**config.mk**
```make
export PLATFORM = sky130hd
export DESIGN_NAME = vodf_top
export DESIGN_NICKNAME = d
export VERILOG_FILES = /design/src/hdl/vodf_pkg.sv /design/src/hdl/vodf_top.sv
export SDC_FILE = /design/constraint.sdc
export NUM_CORES = 2
export LEC_CHECK = 0
export BUFFER_PORTS_ARGS = -buffer_cell sky130_fd_sc_hd__buf_2
export CAP_MARGIN = 20
export CORE_MARGIN = 10
export CORE_UTILIZATION = 58
export CTS_CLUSTER_SIZE = 14
export DETAILED_ROUTE_END_ITERATION = 16
export PLACE_DENSITY = 0.82
export SYNTH_ARGS = -nofsm -noshare
export SYNTH_HDL_FRONTEND = slang
export SYNTH_SLANG_ARGS = --single-unit
```
**constraint.sdc**
```tcl
create_clock -name aclk -period 8.7 [get_ports aclk]
set_input_delay 0.435 -clock aclk [delete_from_list [all_inputs] [get_ports aclk]]
set_output_delay 0.435 -clock aclk [all_outputs]
set_load 0.02 [all_outputs]
```
**src/hdl/vodf_pkg.sv**
```systemverilog
// package: constants and types of the valve output diagnostic block
// Notes on behaviour
// - fieldbus parameter writes refused; terminal writes accepted, threshold only within 1..65000
// - priority selects switches or terminal fault modes
// - control supply error outside 20..26 V
// - output supply error outside 21..26 V (code also raises it on control supply high)
// - valve short raises unit error when enabled
// - short error auto clears or holds until power or detection disable
// - open circuit raises channel error when enabled
// - comm fault: off, hold or force on
// - terminal fault mode only under terminal priority
// - count ON events; error above threshold x1000
// - save counts every 30 s, resume after power
package vodf_pkg;

  // ----------------------------------------------------------------
  // register map (byte addresses)
  // ----------------------------------------------------------------
  localparam int          ADDR_W         = 8;
  localparam logic [7:0]  ADDR_CTRL      = 8'h00;
  localparam logic [7:0]  ADDR_COMM_FAULT_OUTPUT_MODE  = 8'h04;
  localparam logic [7:0]  ADDR_THRESH    = 8'h08;
  localparam logic [7:0]  ADDR_STATUS    = 8'h0C;
  localparam logic [7:0]  ADDR_IRQ_STAT  = 8'h10;
  localparam logic [7:0]  ADDR_IRQ_MASK  = 8'h14;
  localparam logic [7:0]  ADDR_OPEN_ERR  = 8'h18;
  localparam logic [7:0]  ADDR_CNT_ERR   = 8'h1C;
  localparam logic [7:0]  ADDR_COUNT0    = 8'h20;

  // ----------------------------------------------------------------
  // fields and reset values
  // ----------------------------------------------------------------
  typedef struct packed {
    logic cnt_err_en;
    logic prio_handheld;
    logic open_circuit_detect_en;
    logic short_error_restart_mode;
    logic valve_short_detect_en;
    logic output_supply_monitor_en;
    logic control_supply_monitor_en;
  } vodf_ctrl_s;
  localparam int          CTRL_W         = 7;
  localparam vodf_ctrl_s  CTRL_RST       = 7'h07;

  typedef enum logic [1:0] {
    FM_CLEAR = 2'b00,
    FM_HOLD  = 2'b01,
    FM_ON    = 2'b10
  } vodf_fault_e;

  localparam logic [15:0] THRESH_RST     = 16'h0001;
  localparam logic [15:0] THRESH_MIN     = 16'h0001;
  localparam logic [15:0] THRESH_MAX     = 16'hFDE8;
  localparam logic [15:0] CNT_MULT       = 16'h03E8;

  // status / interrupt bit positions
  localparam int          ST_CTRL_SUP    = 0;
  localparam int          ST_OUT_SUP     = 1;
  localparam int          ST_SHORT       = 2;
  localparam int          ST_OPEN        = 3;
  localparam int          ST_CNT         = 4;
  localparam int          ST_W           = 5;

  localparam logic [1:0]  RESP_OKAY      = 2'b00;
  localparam logic [1:0]  RESP_SLVERR    = 2'b10;
  localparam logic [1:0]  RESP_DECERR    = 2'b11;

  // ----------------------------------------------------------------
  // timing
  // ----------------------------------------------------------------
  localparam int          CLK_HZ         = 20_000_000;
  localparam int          SAVE_TIME_S    = 30;
  localparam int          SAVE_CYCLES    = SAVE_TIME_S * CLK_HZ;

endpackage : vodf_pkg

```
**src/hdl/vodf_top.sv**
```systemverilog
// module: valve output diagnostics, fail-safe outputs and ON counters
`timescale 1ns/1ps
module vodf_top
  import vodf_pkg::*;
#(
  parameter int CH          = 8,
  parameter int SAVE_PERIOD = SAVE_CYCLES
) (
  input  wire logic                aclk,
  input  wire logic                aresetn,
  input  wire logic                ce,
  input  wire logic [ADDR_W-1:0]   s_axi_awaddr,
  input  wire logic                s_axi_awvalid,
  output logic                     s_axi_awready,
  input  wire logic [31:0]         s_axi_wdata,
  input  wire logic [3:0]          s_axi_wstrb,
  input  wire logic                s_axi_wvalid,
  output logic                     s_axi_wready,
  output logic [1:0]               s_axi_bresp,
  output logic                     s_axi_bvalid,
  input  wire logic                s_axi_bready,
  input  wire logic [ADDR_W-1:0]   s_axi_araddr,
  input  wire logic                s_axi_arvalid,
  output logic                     s_axi_arready,
  output logic [31:0]              s_axi_rdata,
  output logic [1:0]               s_axi_rresp,
  output logic                     s_axi_rvalid,
  input  wire logic                s_axi_rready,
  input  wire logic                cfg_from_terminal,
  input  wire logic [2*CH-1:0]     switch_fault_mode,
  input  wire logic                comm_fault,
  input  wire logic [CH-1:0]       valve_cmd,
  input  wire logic                supply_ctrl_high,
  input  wire logic                supply_ctrl_low,
  input  wire logic                supply_out_high,
  input  wire logic                supply_out_low,
  input  wire logic                valve_short,
  input  wire logic [CH-1:0]       valve_open,
  input  wire logic [32*CH-1:0]    nv_restore_cnt,
  output logic [CH-1:0]            valve_out,
  output logic                     err_ctrl_supply,
  output logic                     err_out_supply,
  output logic                     err_short,
  output logic [CH-1:0]            err_open,
  output logic [CH-1:0]            err_count,
  output logic                     nv_save_stb,
  output logic [32*CH-1:0]         nv_save_cnt,
  output logic                     irq
);

  // ----------------------------------------------------------------
  // state
  // ----------------------------------------------------------------
  vodf_ctrl_s        ctrl,      next_ctrl;
  logic [2*CH-1:0]   fmode,     next_fmode;
  logic [15:0]       thresh,    next_thresh;
  logic [ST_W-1:0]   irq_stat,  next_irq_stat;
  logic [ST_W-1:0]   irq_mask,  next_irq_mask;
  logic [31:0]       cnt [CH],  next_cnt [CH];
  logic              restore_pend, next_restore_pend;
  logic [31:0]       save_tmr,  next_save_tmr;
  logic [CH-1:0]     next_valve_out, next_err_open, next_err_count;
  logic              next_err_ctrl, next_err_out, next_err_short;
  logic              next_nv_save_stb, next_irq;
  logic [32*CH-1:0]  next_nv_save_cnt;
  logic              aw_have, next_aw_have, w_have, next_w_have;
  logic [ADDR_W-1:0] waddr,     next_waddr;
  logic [31:0]       wdata,     next_wdata;
  logic [3:0]        wstrb,     next_wstrb;
  logic              next_bvalid, next_rvalid;
  logic [1:0]        next_bresp, next_rresp;
  logic [31:0]       next_rdata;
  logic              do_wr;
  logic [31:0]       wmask;
  logic [31:0]       limit;
  logic [ST_W-1:0]   live, live_d;
  logic [1:0]        eff_mode [CH];

  function automatic logic [31:0] merge(input logic [31:0] old,
                                        input logic [31:0] nw,
                                        input logic [31:0] m);
    merge = (old & ~m) | (nw & m);
  endfunction : merge

  // ----------------------------------------------------------------
  // next-state logic
  // ----------------------------------------------------------------
  always_comb begin
    logic [31:0] tmp;
    logic [15:0] th;
    tmp = 32'h0000_0000;
    th  = 16'h0000;
    next_ctrl         = ctrl;
    next_fmode        = fmode;
    next_thresh       = thresh;
    next_irq_mask     = irq_mask;
    next_restore_pend = 1'b0;
    next_aw_have      = aw_have;
    next_w_have       = w_have;
    next_waddr        = waddr;
    next_wdata        = wdata;
    next_wstrb        = wstrb;
    next_bvalid       = s_axi_bvalid;
    next_bresp        = s_axi_bresp;
    next_rvalid       = s_axi_rvalid;
    next_rresp        = s_axi_rresp;
    next_rdata        = s_axi_rdata;
    wmask = {{8{wstrb[3]}}, {8{wstrb[2]}}, {8{wstrb[1]}}, {8{wstrb[0]}}};
    do_wr = aw_have && w_have && !s_axi_bvalid;
    limit = 32'(thresh) * 32'(CNT_MULT);

    // write channels taken in either order, one write under way
    if (s_axi_awvalid && s_axi_awready) begin
      next_aw_have = 1'b1;
      next_waddr   = s_axi_awaddr;
    end
    if (s_axi_wvalid && s_axi_wready) begin
      next_w_have = 1'b1;
      next_wdata  = s_axi_wdata;
      next_wstrb  = s_axi_wstrb;
    end
    if (s_axi_bvalid && s_axi_bready) begin
      next_bvalid = 1'b0;
    end

    // live error flags
    next_err_ctrl = ctrl.control_supply_monitor_en &&
                    (supply_ctrl_high || supply_ctrl_low);
    next_err_out  = ctrl.output_supply_monitor_en &&
                    (supply_ctrl_high || supply_out_high ||
                     supply_out_low);
    if (!ctrl.valve_short_detect_en) begin
      next_err_short = 1'b0;
    end else if (valve_short) begin
      next_err_short = 1'b1;
    end else begin
      // manual restart keeps the error until the next reset or until detection is disabled
      next_err_short = ctrl.short_error_restart_mode && err_short;
    end

    for (int i = 0; i < CH; i++) begin
      eff_mode[i] = ctrl.prio_handheld ? fmode[2*i +: 2]
                                       : switch_fault_mode[2*i +: 2];
      if (!comm_fault) begin
        next_valve_out[i] = valve_cmd[i];
      end else begin
        unique case (eff_mode[i])
          FM_CLEAR: next_valve_out[i] = 1'b0;
          FM_HOLD:  next_valve_out[i] = valve_out[i];
          FM_ON:    next_valve_out[i] = 1'b1;
          default:  next_valve_out[i] = 1'b0;
        endcase
      end
      next_err_open[i] = ctrl.open_circuit_detect_en && valve_open[i];
      next_cnt[i] = cnt[i];
      if (restore_pend) begin
        next_cnt[i] = nv_restore_cnt[32*i +: 32];
      end else if (next_valve_out[i] && !valve_out[i] &&
                   cnt[i] != 32'hFFFF_FFFF) begin
        next_cnt[i] = cnt[i] + 32'h0000_0001;
      end
      next_err_count[i] = ctrl.cnt_err_en && (cnt[i] > limit);
    end

    // periodic snapshot toward retained storage
    next_nv_save_stb = 1'b0;
    next_nv_save_cnt = nv_save_cnt;
    next_save_tmr    = save_tmr + 32'h0000_0001;
    if (save_tmr >= 32'(SAVE_PERIOD - 1)) begin
      next_save_tmr    = 32'h0000_0000;
      next_nv_save_stb = 1'b1;
      for (int i = 0; i < CH; i++) begin
        next_nv_save_cnt[32*i +: 32] = cnt[i];
      end
    end

    // interrupt events are rising edges of the error summary
    live = {|err_count, |err_open, err_short, err_out_supply,
            err_ctrl_supply};
    next_irq_stat = irq_stat;

    if (do_wr) begin
      next_aw_have = 1'b0;
      next_w_have  = 1'b0;
      next_bvalid  = 1'b1;
      next_bresp   = RESP_OKAY;
      unique case (waddr)
        ADDR_CTRL, ADDR_COMM_FAULT_OUTPUT_MODE, ADDR_THRESH: begin
          if (!cfg_from_terminal) begin
            next_bresp = RESP_SLVERR;
          end else if (waddr == ADDR_CTRL) begin
            tmp       = merge(32'(ctrl), wdata, wmask);
            next_ctrl = tmp[CTRL_W-1:0];
          end else if (waddr == ADDR_COMM_FAULT_OUTPUT_MODE) begin
            tmp        = merge(32'(fmode), wdata, wmask);
            next_fmode = tmp[2*CH-1:0];
          end else begin
            tmp = merge(32'(thresh), wdata, wmask);
            th  = tmp[15:0];
            if (th < THRESH_MIN || th > THRESH_MAX) begin
              next_bresp = RESP_SLVERR;
            end else begin
              next_thresh = th;
            end
          end
        end
        ADDR_IRQ_STAT: begin
          tmp = wdata & wmask;
          next_irq_stat = irq_stat & ~tmp[ST_W-1:0];
        end
        ADDR_IRQ_MASK: begin
          tmp = merge(32'(irq_mask), wdata, wmask);
          next_irq_mask = tmp[ST_W-1:0];
        end
        ADDR_STATUS, ADDR_OPEN_ERR, ADDR_CNT_ERR: ;
        default: begin
          if (waddr < ADDR_COUNT0 ||
              waddr >= 8'(ADDR_COUNT0 + 4 * CH)) begin
            next_bresp = RESP_DECERR;
          end
        end
      endcase
    end
    // set wins over a clear in the same cycle
    next_irq_stat = next_irq_stat | (live & ~live_d);
    next_irq      = |(next_irq_stat & next_irq_mask);

    if (s_axi_rvalid && s_axi_rready) begin
      next_rvalid = 1'b0;
    end
    if (s_axi_arvalid && s_axi_arready) begin
      next_rvalid = 1'b1;
      next_rresp  = RESP_OKAY;
      next_rdata  = 32'h0000_0000;
      unique case (s_axi_araddr)
        ADDR_CTRL:     next_rdata = 32'(ctrl);
        ADDR_COMM_FAULT_OUTPUT_MODE: next_rdata = 32'(fmode);
        ADDR_THRESH:   next_rdata = 32'(thresh);
        ADDR_STATUS:   next_rdata = 32'(live);
        ADDR_IRQ_STAT: next_rdata = 32'(irq_stat);
        ADDR_IRQ_MASK: next_rdata = 32'(irq_mask);
        ADDR_OPEN_ERR: next_rdata = 32'(err_open);
        ADDR_CNT_ERR:  next_rdata = 32'(err_count);
        default: begin
          next_rresp = RESP_DECERR;
          for (int i = 0; i < CH; i++) begin
            if (s_axi_araddr == 8'(ADDR_COUNT0 + 4 * i)) begin
              next_rdata = cnt[i];
              next_rresp = RESP_OKAY;
            end
          end
        end
      endcase
    end
  end

  // ----------------------------------------------------------------
  // registers
  // ----------------------------------------------------------------
  always_ff @(posedge aclk) begin
    if (!aresetn) begin
      ctrl            <= CTRL_RST;
      fmode           <= '0;
      thresh          <= THRESH_RST;
      irq_stat        <= '0;
      irq_mask        <= '0;
      restore_pend    <= 1'b1;
      save_tmr        <= 32'h0000_0000;
      for (int i = 0; i < CH; i++) cnt[i] <= 32'h0000_0000;
      valve_out       <= '0;
      err_ctrl_supply <= 1'b0;
      err_out_supply  <= 1'b0;
      err_short       <= 1'b0;
      err_open        <= '0;
      err_count       <= '0;
      nv_save_stb     <= 1'b0;
      nv_save_cnt     <= '0;
      irq             <= 1'b0;
      live_d          <= '0;
      aw_have         <= 1'b0;
      w_have          <= 1'b0;
      waddr           <= '0;
      wdata           <= 32'h0000_0000;
      wstrb           <= 4'h0;
      s_axi_awready   <= 1'b0;
      s_axi_wready    <= 1'b0;
      s_axi_bvalid    <= 1'b0;
      s_axi_bresp     <= RESP_OKAY;
      s_axi_arready   <= 1'b0;
      s_axi_rvalid    <= 1'b0;
      s_axi_rresp     <= RESP_OKAY;
      s_axi_rdata     <= 32'h0000_0000;
    end else if (ce) begin
      ctrl            <= next_ctrl;
      fmode           <= next_fmode;
      thresh          <= next_thresh;
      irq_stat        <= next_irq_stat;
      irq_mask        <= next_irq_mask;
      restore_pend    <= next_restore_pend;
      save_tmr        <= next_save_tmr;
      for (int i = 0; i < CH; i++) cnt[i] <= next_cnt[i];
      valve_out       <= next_valve_out;
      err_ctrl_supply <= next_err_ctrl;
      err_out_supply  <= next_err_out;
      err_short       <= next_err_short;
      err_open        <= next_err_open;
      err_count       <= next_err_count;
      nv_save_stb     <= next_nv_save_stb;
      nv_save_cnt     <= next_nv_save_cnt;
      irq             <= next_irq;
      live_d          <= live;
      aw_have         <= next_aw_have;
      w_have          <= next_w_have;
      waddr           <= next_waddr;
      wdata           <= next_wdata;
      wstrb           <= next_wstrb;
      // ready only while the holding slot is empty
      s_axi_awready   <= !next_aw_have && !next_bvalid;
      s_axi_wready    <= !next_w_have && !next_bvalid;
      s_axi_bvalid    <= next_bvalid;
      s_axi_bresp     <= next_bresp;
      s_axi_arready   <= !next_rvalid;
      s_axi_rvalid    <= next_rvalid;
      s_axi_rresp     <= next_rresp;
      s_axi_rdata     <= next_rdata;
    end
  end

  // ----------------------------------------------------------------
  // checks
  // ----------------------------------------------------------------
  cfg_refuse_a: assert property (@(posedge aclk) disable iff (!aresetn)
    ce && do_wr && !cfg_from_terminal |=> ctrl == $past(ctrl) &&
    fmode == $past(fmode) && s_axi_bvalid)
    else $error("parameter write from fieldbus was taken");
  switch_prio_a: assert property (@(posedge aclk) disable iff (!aresetn)
    ce && comm_fault && !ctrl.prio_handheld &&
    switch_fault_mode[1:0] == FM_ON |=> valve_out[0])
    else $error("switch fault mode not obeyed");
  term_mode_a: assert property (@(posedge aclk) disable iff (!aresetn)
    ce && comm_fault && ctrl.prio_handheld && fmode[1:0] == FM_CLEAR
    |=> !valve_out[0])
    else $error("terminal fault mode not obeyed");
  ctrl_sup_a: assert property (@(posedge aclk) disable iff (!aresetn)
    ce |=> err_ctrl_supply == ($past(ctrl.control_supply_monitor_en) &&
    ($past(supply_ctrl_high) || $past(supply_ctrl_low))))
    else $error("control supply error wrong");
  out_sup_a: assert property (@(posedge aclk) disable iff (!aresetn)
    ce && ctrl.output_supply_monitor_en && supply_out_low
    |=> err_out_supply)
    else $error("output supply error missing");
  short_off_a: assert property (@(posedge aclk) disable iff (!aresetn)
    ce && !ctrl.valve_short_detect_en |=> !err_short)
    else $error("short error while detection disabled");
  short_keep_a: assert property (@(posedge aclk) disable iff (!aresetn)
    ce && err_short && ctrl.valve_short_detect_en &&
    ctrl.short_error_restart_mode |=> err_short)
    else $error("manual short error cleared");
  short_auto_a: assert property (@(posedge aclk) disable iff (!aresetn)
    ce && !valve_short && !ctrl.short_error_restart_mode |=> !err_short)
    else $error("auto short error not cleared");
  open_det_a: assert property (@(posedge aclk) disable iff (!aresetn)
    ce && ctrl.open_circuit_detect_en && valve_open[0] |=> err_open[0])
    else $error("open circuit error missing");
  hold_out_a: assert property (@(posedge aclk) disable iff (!aresetn)
    ce && comm_fault && eff_mode[0] == FM_HOLD |=> $stable(valve_out[0]))
    else $error("held output changed");
  cnt_err_a: assert property (@(posedge aclk) disable iff (!aresetn)
    ce && ctrl.cnt_err_en && cnt[0] > limit |=> err_count[0])
    else $error("count error missing");
  save_pulse_a: assert property (@(posedge aclk) disable iff (!aresetn)
    ce && $rose(nv_save_stb) |-> nv_save_cnt[31:0] == $past(cnt[0]) ##1
    !nv_save_stb)
    else $error("save snapshot wrong");
  irq_level_a: assert property (@(posedge aclk) disable iff (!aresetn)
    ce ##1 ce |-> irq == |(irq_stat & irq_mask))
    else $error("interrupt level wrong");

endmodule : vodf_top

```
==> run metrics <==
result of the run finished, final reports clean; post-synthesis sequential area ratio 0.394; Cell variety after synth 84; maximum number of pins on one net before global-route repair 173; endpoint arrival time on the critical path 8.08 ns; CP startpoint kind flip-flop; Starting Density 0.585; biggest cell delay along the critical path 0.73 ns; mean instance size in the synthesized netlist 8.67 um^2; library cell contributing the largest single delay on the critical path sky130_fd_sc_hd__xnor2_2; Worst Skew 0.0316 ns; Overall Power 8.24 mW; Die ar. 0.0833 mm^2; minimum setup slack in the final design 1.16 ns; critical path data required time 9.24 ns; Detailed Route WL 167 mm; hold-critical path depth 3; type of the tightest min-delay check primary input to flip-flop; power density over the cells 170 mW/mm^2; post-DR wirelength/cell 26.2 um; worst min-delay path endpoint wdata[8]; Reg clk slew, reported paths 0.08 ns; leading post-synthesis cells by cell area sky130_fd_sc_hd__dfxtp_1 (21%), sky130_fd_sc_hd__edfxtp_1 (18%), sky130_fd_sc_hd__nand2_1 (8.5%); quantity of hold-fixing buffers added after cts 0; count of nets left with antenna violations after detail routing 0; DRC marker count from the first detailed-route iteration 5984; post-route DRC violation count 0; final critical path time including I/O delays and setup 7.54 ns; vias after detailed routing 40800; vias in the first global route 38800; global-route wire length before repair 242 mm; max frequency 133 MHz; CTS tree yes; area occupied by multi-input gates 0.0239 mm^2; Placed Cells incl. Taps 6216; total negative slack for setup checks 0 ns; vertical die dimension 289 um; DP HPWL 126 mm; cell-by-cell trace of the critical path inv_1 > fa_1 > fa_1 > fa_1 > fa_1 > inv_1 > ha_1 > a21oi_1 > o21ai_2 > o2111a_1 > nor3_1 > and3b_1 > nor2_1 > o21ai_0 > xnor2_2 > ha_1 > nand4_1 > nor3_1 > a2111oi_0 > o211ai_1 > o211a_1 > a211oi_1 > o21ai_1; Non-Filler Cell Area, Final 0.0484 mm^2; input/output buffers 662; Placer Congestion 0.995; number of warning messages in the yosys log 0; global route total overflow 0; max-cap violations 0; # H-tree levels 3; critical path endpoint category flip-flop; count of flip-flops with a built-in enable after synthesis 256; Area growth syn-to-layout 15.8%; Synth async-reset ratio 0; Final Hold Violating Endpoints 0; hold wc startpoint s_axi_wdata[8]; post-synthesis cell count 4826; Placed Area 0.0457 mm^2; final setup violation count 0; RSZ-0062 raised after global routing no; most instantiated cells after synthesis sky130_fd_sc_hd__nand2_1 (945), sky130_fd_sc_hd__dfxtp_1 (440), sky130_fd_sc_hd__nor2_1 (397); initial antenna violation count 20; Reg2Reg Depth 23; syn_nets 5496; maximum buffer depth of the clock tree 3; number of gates resized after CTS 0; fin. max-slew vios 0; drt via density 6.40; worst max-slew margin expressed relative to the limit 0.147; flip-flop and latch count after synthesis 696; standard-cell rows 98; post-synthesis instance area 0.0418 mm^2; buffer count from post-CTS setup fixing 0; number of primary I/O pins 681; maximum fanout along the worst path 9; fraction of layout cells with a size suffix above 1 0.168; sequential cell area in the final layout 0.0165 mm^2; library cell with the largest summed area after synthesis sky130_fd_sc_hd__dfxtp_1; r2r startpoint thresh[1]; CTS root buffer sky130_fd_sc_hd__clkbuf_16; Pleak 19.8 nW; Post-Place Setup Slack 1.35 ns; final-stage net count 6023; most frequent cell after synthesis sky130_fd_sc_hd__nand2_1; global-route usage over all layers 0.384; number of non-filler instances in the completed layout 6381; Worst Hold Margin 0.0440 ns; worst setup path category flip-flop to flip-flop; number of buffers inserted during clock tree synthesis 77; Sink Count 696; post-layout utilization of the core 0.678; number of fillers in the final layout 5889; clock insertion delay at the later pin of the skew report 0.65 ns; Worst R2R End err_count[0]; period utilization 0.867; crit-path most repeated cell sky130_fd_sc_hd__fa_1; number of detailed-routing iterations run before antenna repair 8; core footprint 0.0715 mm^2; area share of the leading cell type in the synthesized netlist 0.211; floorplan die width 289 um; worst vdd ir 135 uV; worst-case register-to-register setup slack 1.16 ns; most instantiated flip-flop cell in the synthesis netlist sky130_fd_sc_hd__dfxtp_1; transition time at the pin with the least slew margin 1.27 ns
-- where the power goes --
part	total, mW	switching, mW	internal [mW]
registers	3.97	0.411	3.56
clock network	3.34	1.41	1.92
logic	0.932	0.552	0.379
total	8.24	2.38	5.86
-- cells in the final DEF, fill, tap and decap left out, types with 54 or more instances in the layout --
| master | count |
|---|---|
| sky130_fd_sc_hd__a21boi_0 | 68 |
| sky130_fd_sc_hd__a21boi_1 | 241 |
| sky130_fd_sc_hd__a21oi_1 | 342 |
| sky130_fd_sc_hd__a22oi_1 | 71 |
| sky130_fd_sc_hd__and3_1 | 57 |
| sky130_fd_sc_hd__buf_2 | 662 |
| sky130_fd_sc_hd__clkbuf_16 | 84 |
| sky130_fd_sc_hd__dfxtp_1 | 439 |
| sky130_fd_sc_hd__edfxtp_1 | 256 |
| sky130_fd_sc_hd__fa_1 | 54 |
| sky130_fd_sc_hd__ha_1 | 261 |
| sky130_fd_sc_hd__inv_1 | 141 |
| sky130_fd_sc_hd__mux2i_1 | 78 |
| sky130_fd_sc_hd__nand2_1 | 944 |
| sky130_fd_sc_hd__nand3_1 | 151 |
| sky130_fd_sc_hd__nand4_1 | 75 |
| sky130_fd_sc_hd__nor2_1 | 395 |
| sky130_fd_sc_hd__o21ai_0 | 202 |
| sky130_fd_sc_hd__xnor2_1 | 97 |
| sky130_fd_sc_hd__xor2_1 | 151 |
-- logic make-up (layout without fill, tap and decap cells) --
family	Yosys count	after routing	synth area share
and+or+nand+nor	1896	1896	0.203
AOI/OAI and AO/OA	1175	1175	0.183
DFF	696	696	0.394
buffers and inverters	402	990	0.0415
adders and majority gates	315	315	0.104
xor gates and xnor gates	264	264	0.0554
muxes	78	78	0.0187
other	0	17	0
-- critical path, delay by kind of cell, from the launching register on --
| kind | cells | cell delay, ns |
|---|---|---|
| AO/OA/AOI/OAI | 9 | 1.93 |
| XOR/XNOR | 1 | 0.73 |
| adder cells (fa/ha/maj) | 6 | 2.85 |
| buffers and inverters | 2 | 0.56 |
| flip-flops | 1 | 0.40 |
| AND/OR/NAND/NOR | 5 | 0.99 |
-- cell type report --
| type | instances | area share |
|---|---|---|
| Multi-Input combinational cell | 3728 | 0.493 |
| Sequential cell | 696 | 0.341 |
| Timing Repair Buffer | 708 | 0.0777 |
| Clock buffer | 118 | 0.0483 |
| Tap cell | 950 | 0.0245 |
| Inverter | 142 | 0.0111 |
| Clock inverter | 22 | 0.00419 |
| Antenna cell | 17 | 0.000878 |
-- flip-flops by register name, indices dropped and copies added, names as in the netlist, 8 cells and up, named ones only --
signal / cells
thresh: 16
err_count: 8
waddr: 8
nv_save_cnt: 256
err_open: 8
valve_out: 8
wdata: 16
cnt: 256
save_tmr: 32
s_axi_rdata: 32
-- layer usage --
| layer | part of all wire | track usage | vias up |
|---|---|---|---|
| met3 | 0.13 | 0.105 | 572 |
| li1 | - | - | 18000 |
| met1 | 0.35 | 0.472 | 19400 |
| met4 | 0.072 | 0.252 | 12 |
| met2 | 0.44 | 0.587 | 2840 |
| met5 | 0.00048 | 0 | - |
-- worst max path at each step --
stage	from	endpoint	slack, ns	cells after the start
after global placement	thresh[1]	err_count[0]	1.52	23
after floorplan	thresh[2]	err_count[0]	2.56	23
after global routing	thresh[1]	err_count[1]	0.87	23
after CTS	thresh[1]	err_count[0]	1.34	23
after detailed placement	thresh[1]	err_count[1]	1.35	23
final	thresh[1]	err_count[0]	1.16	23
(Power assumes the default switching activity.)
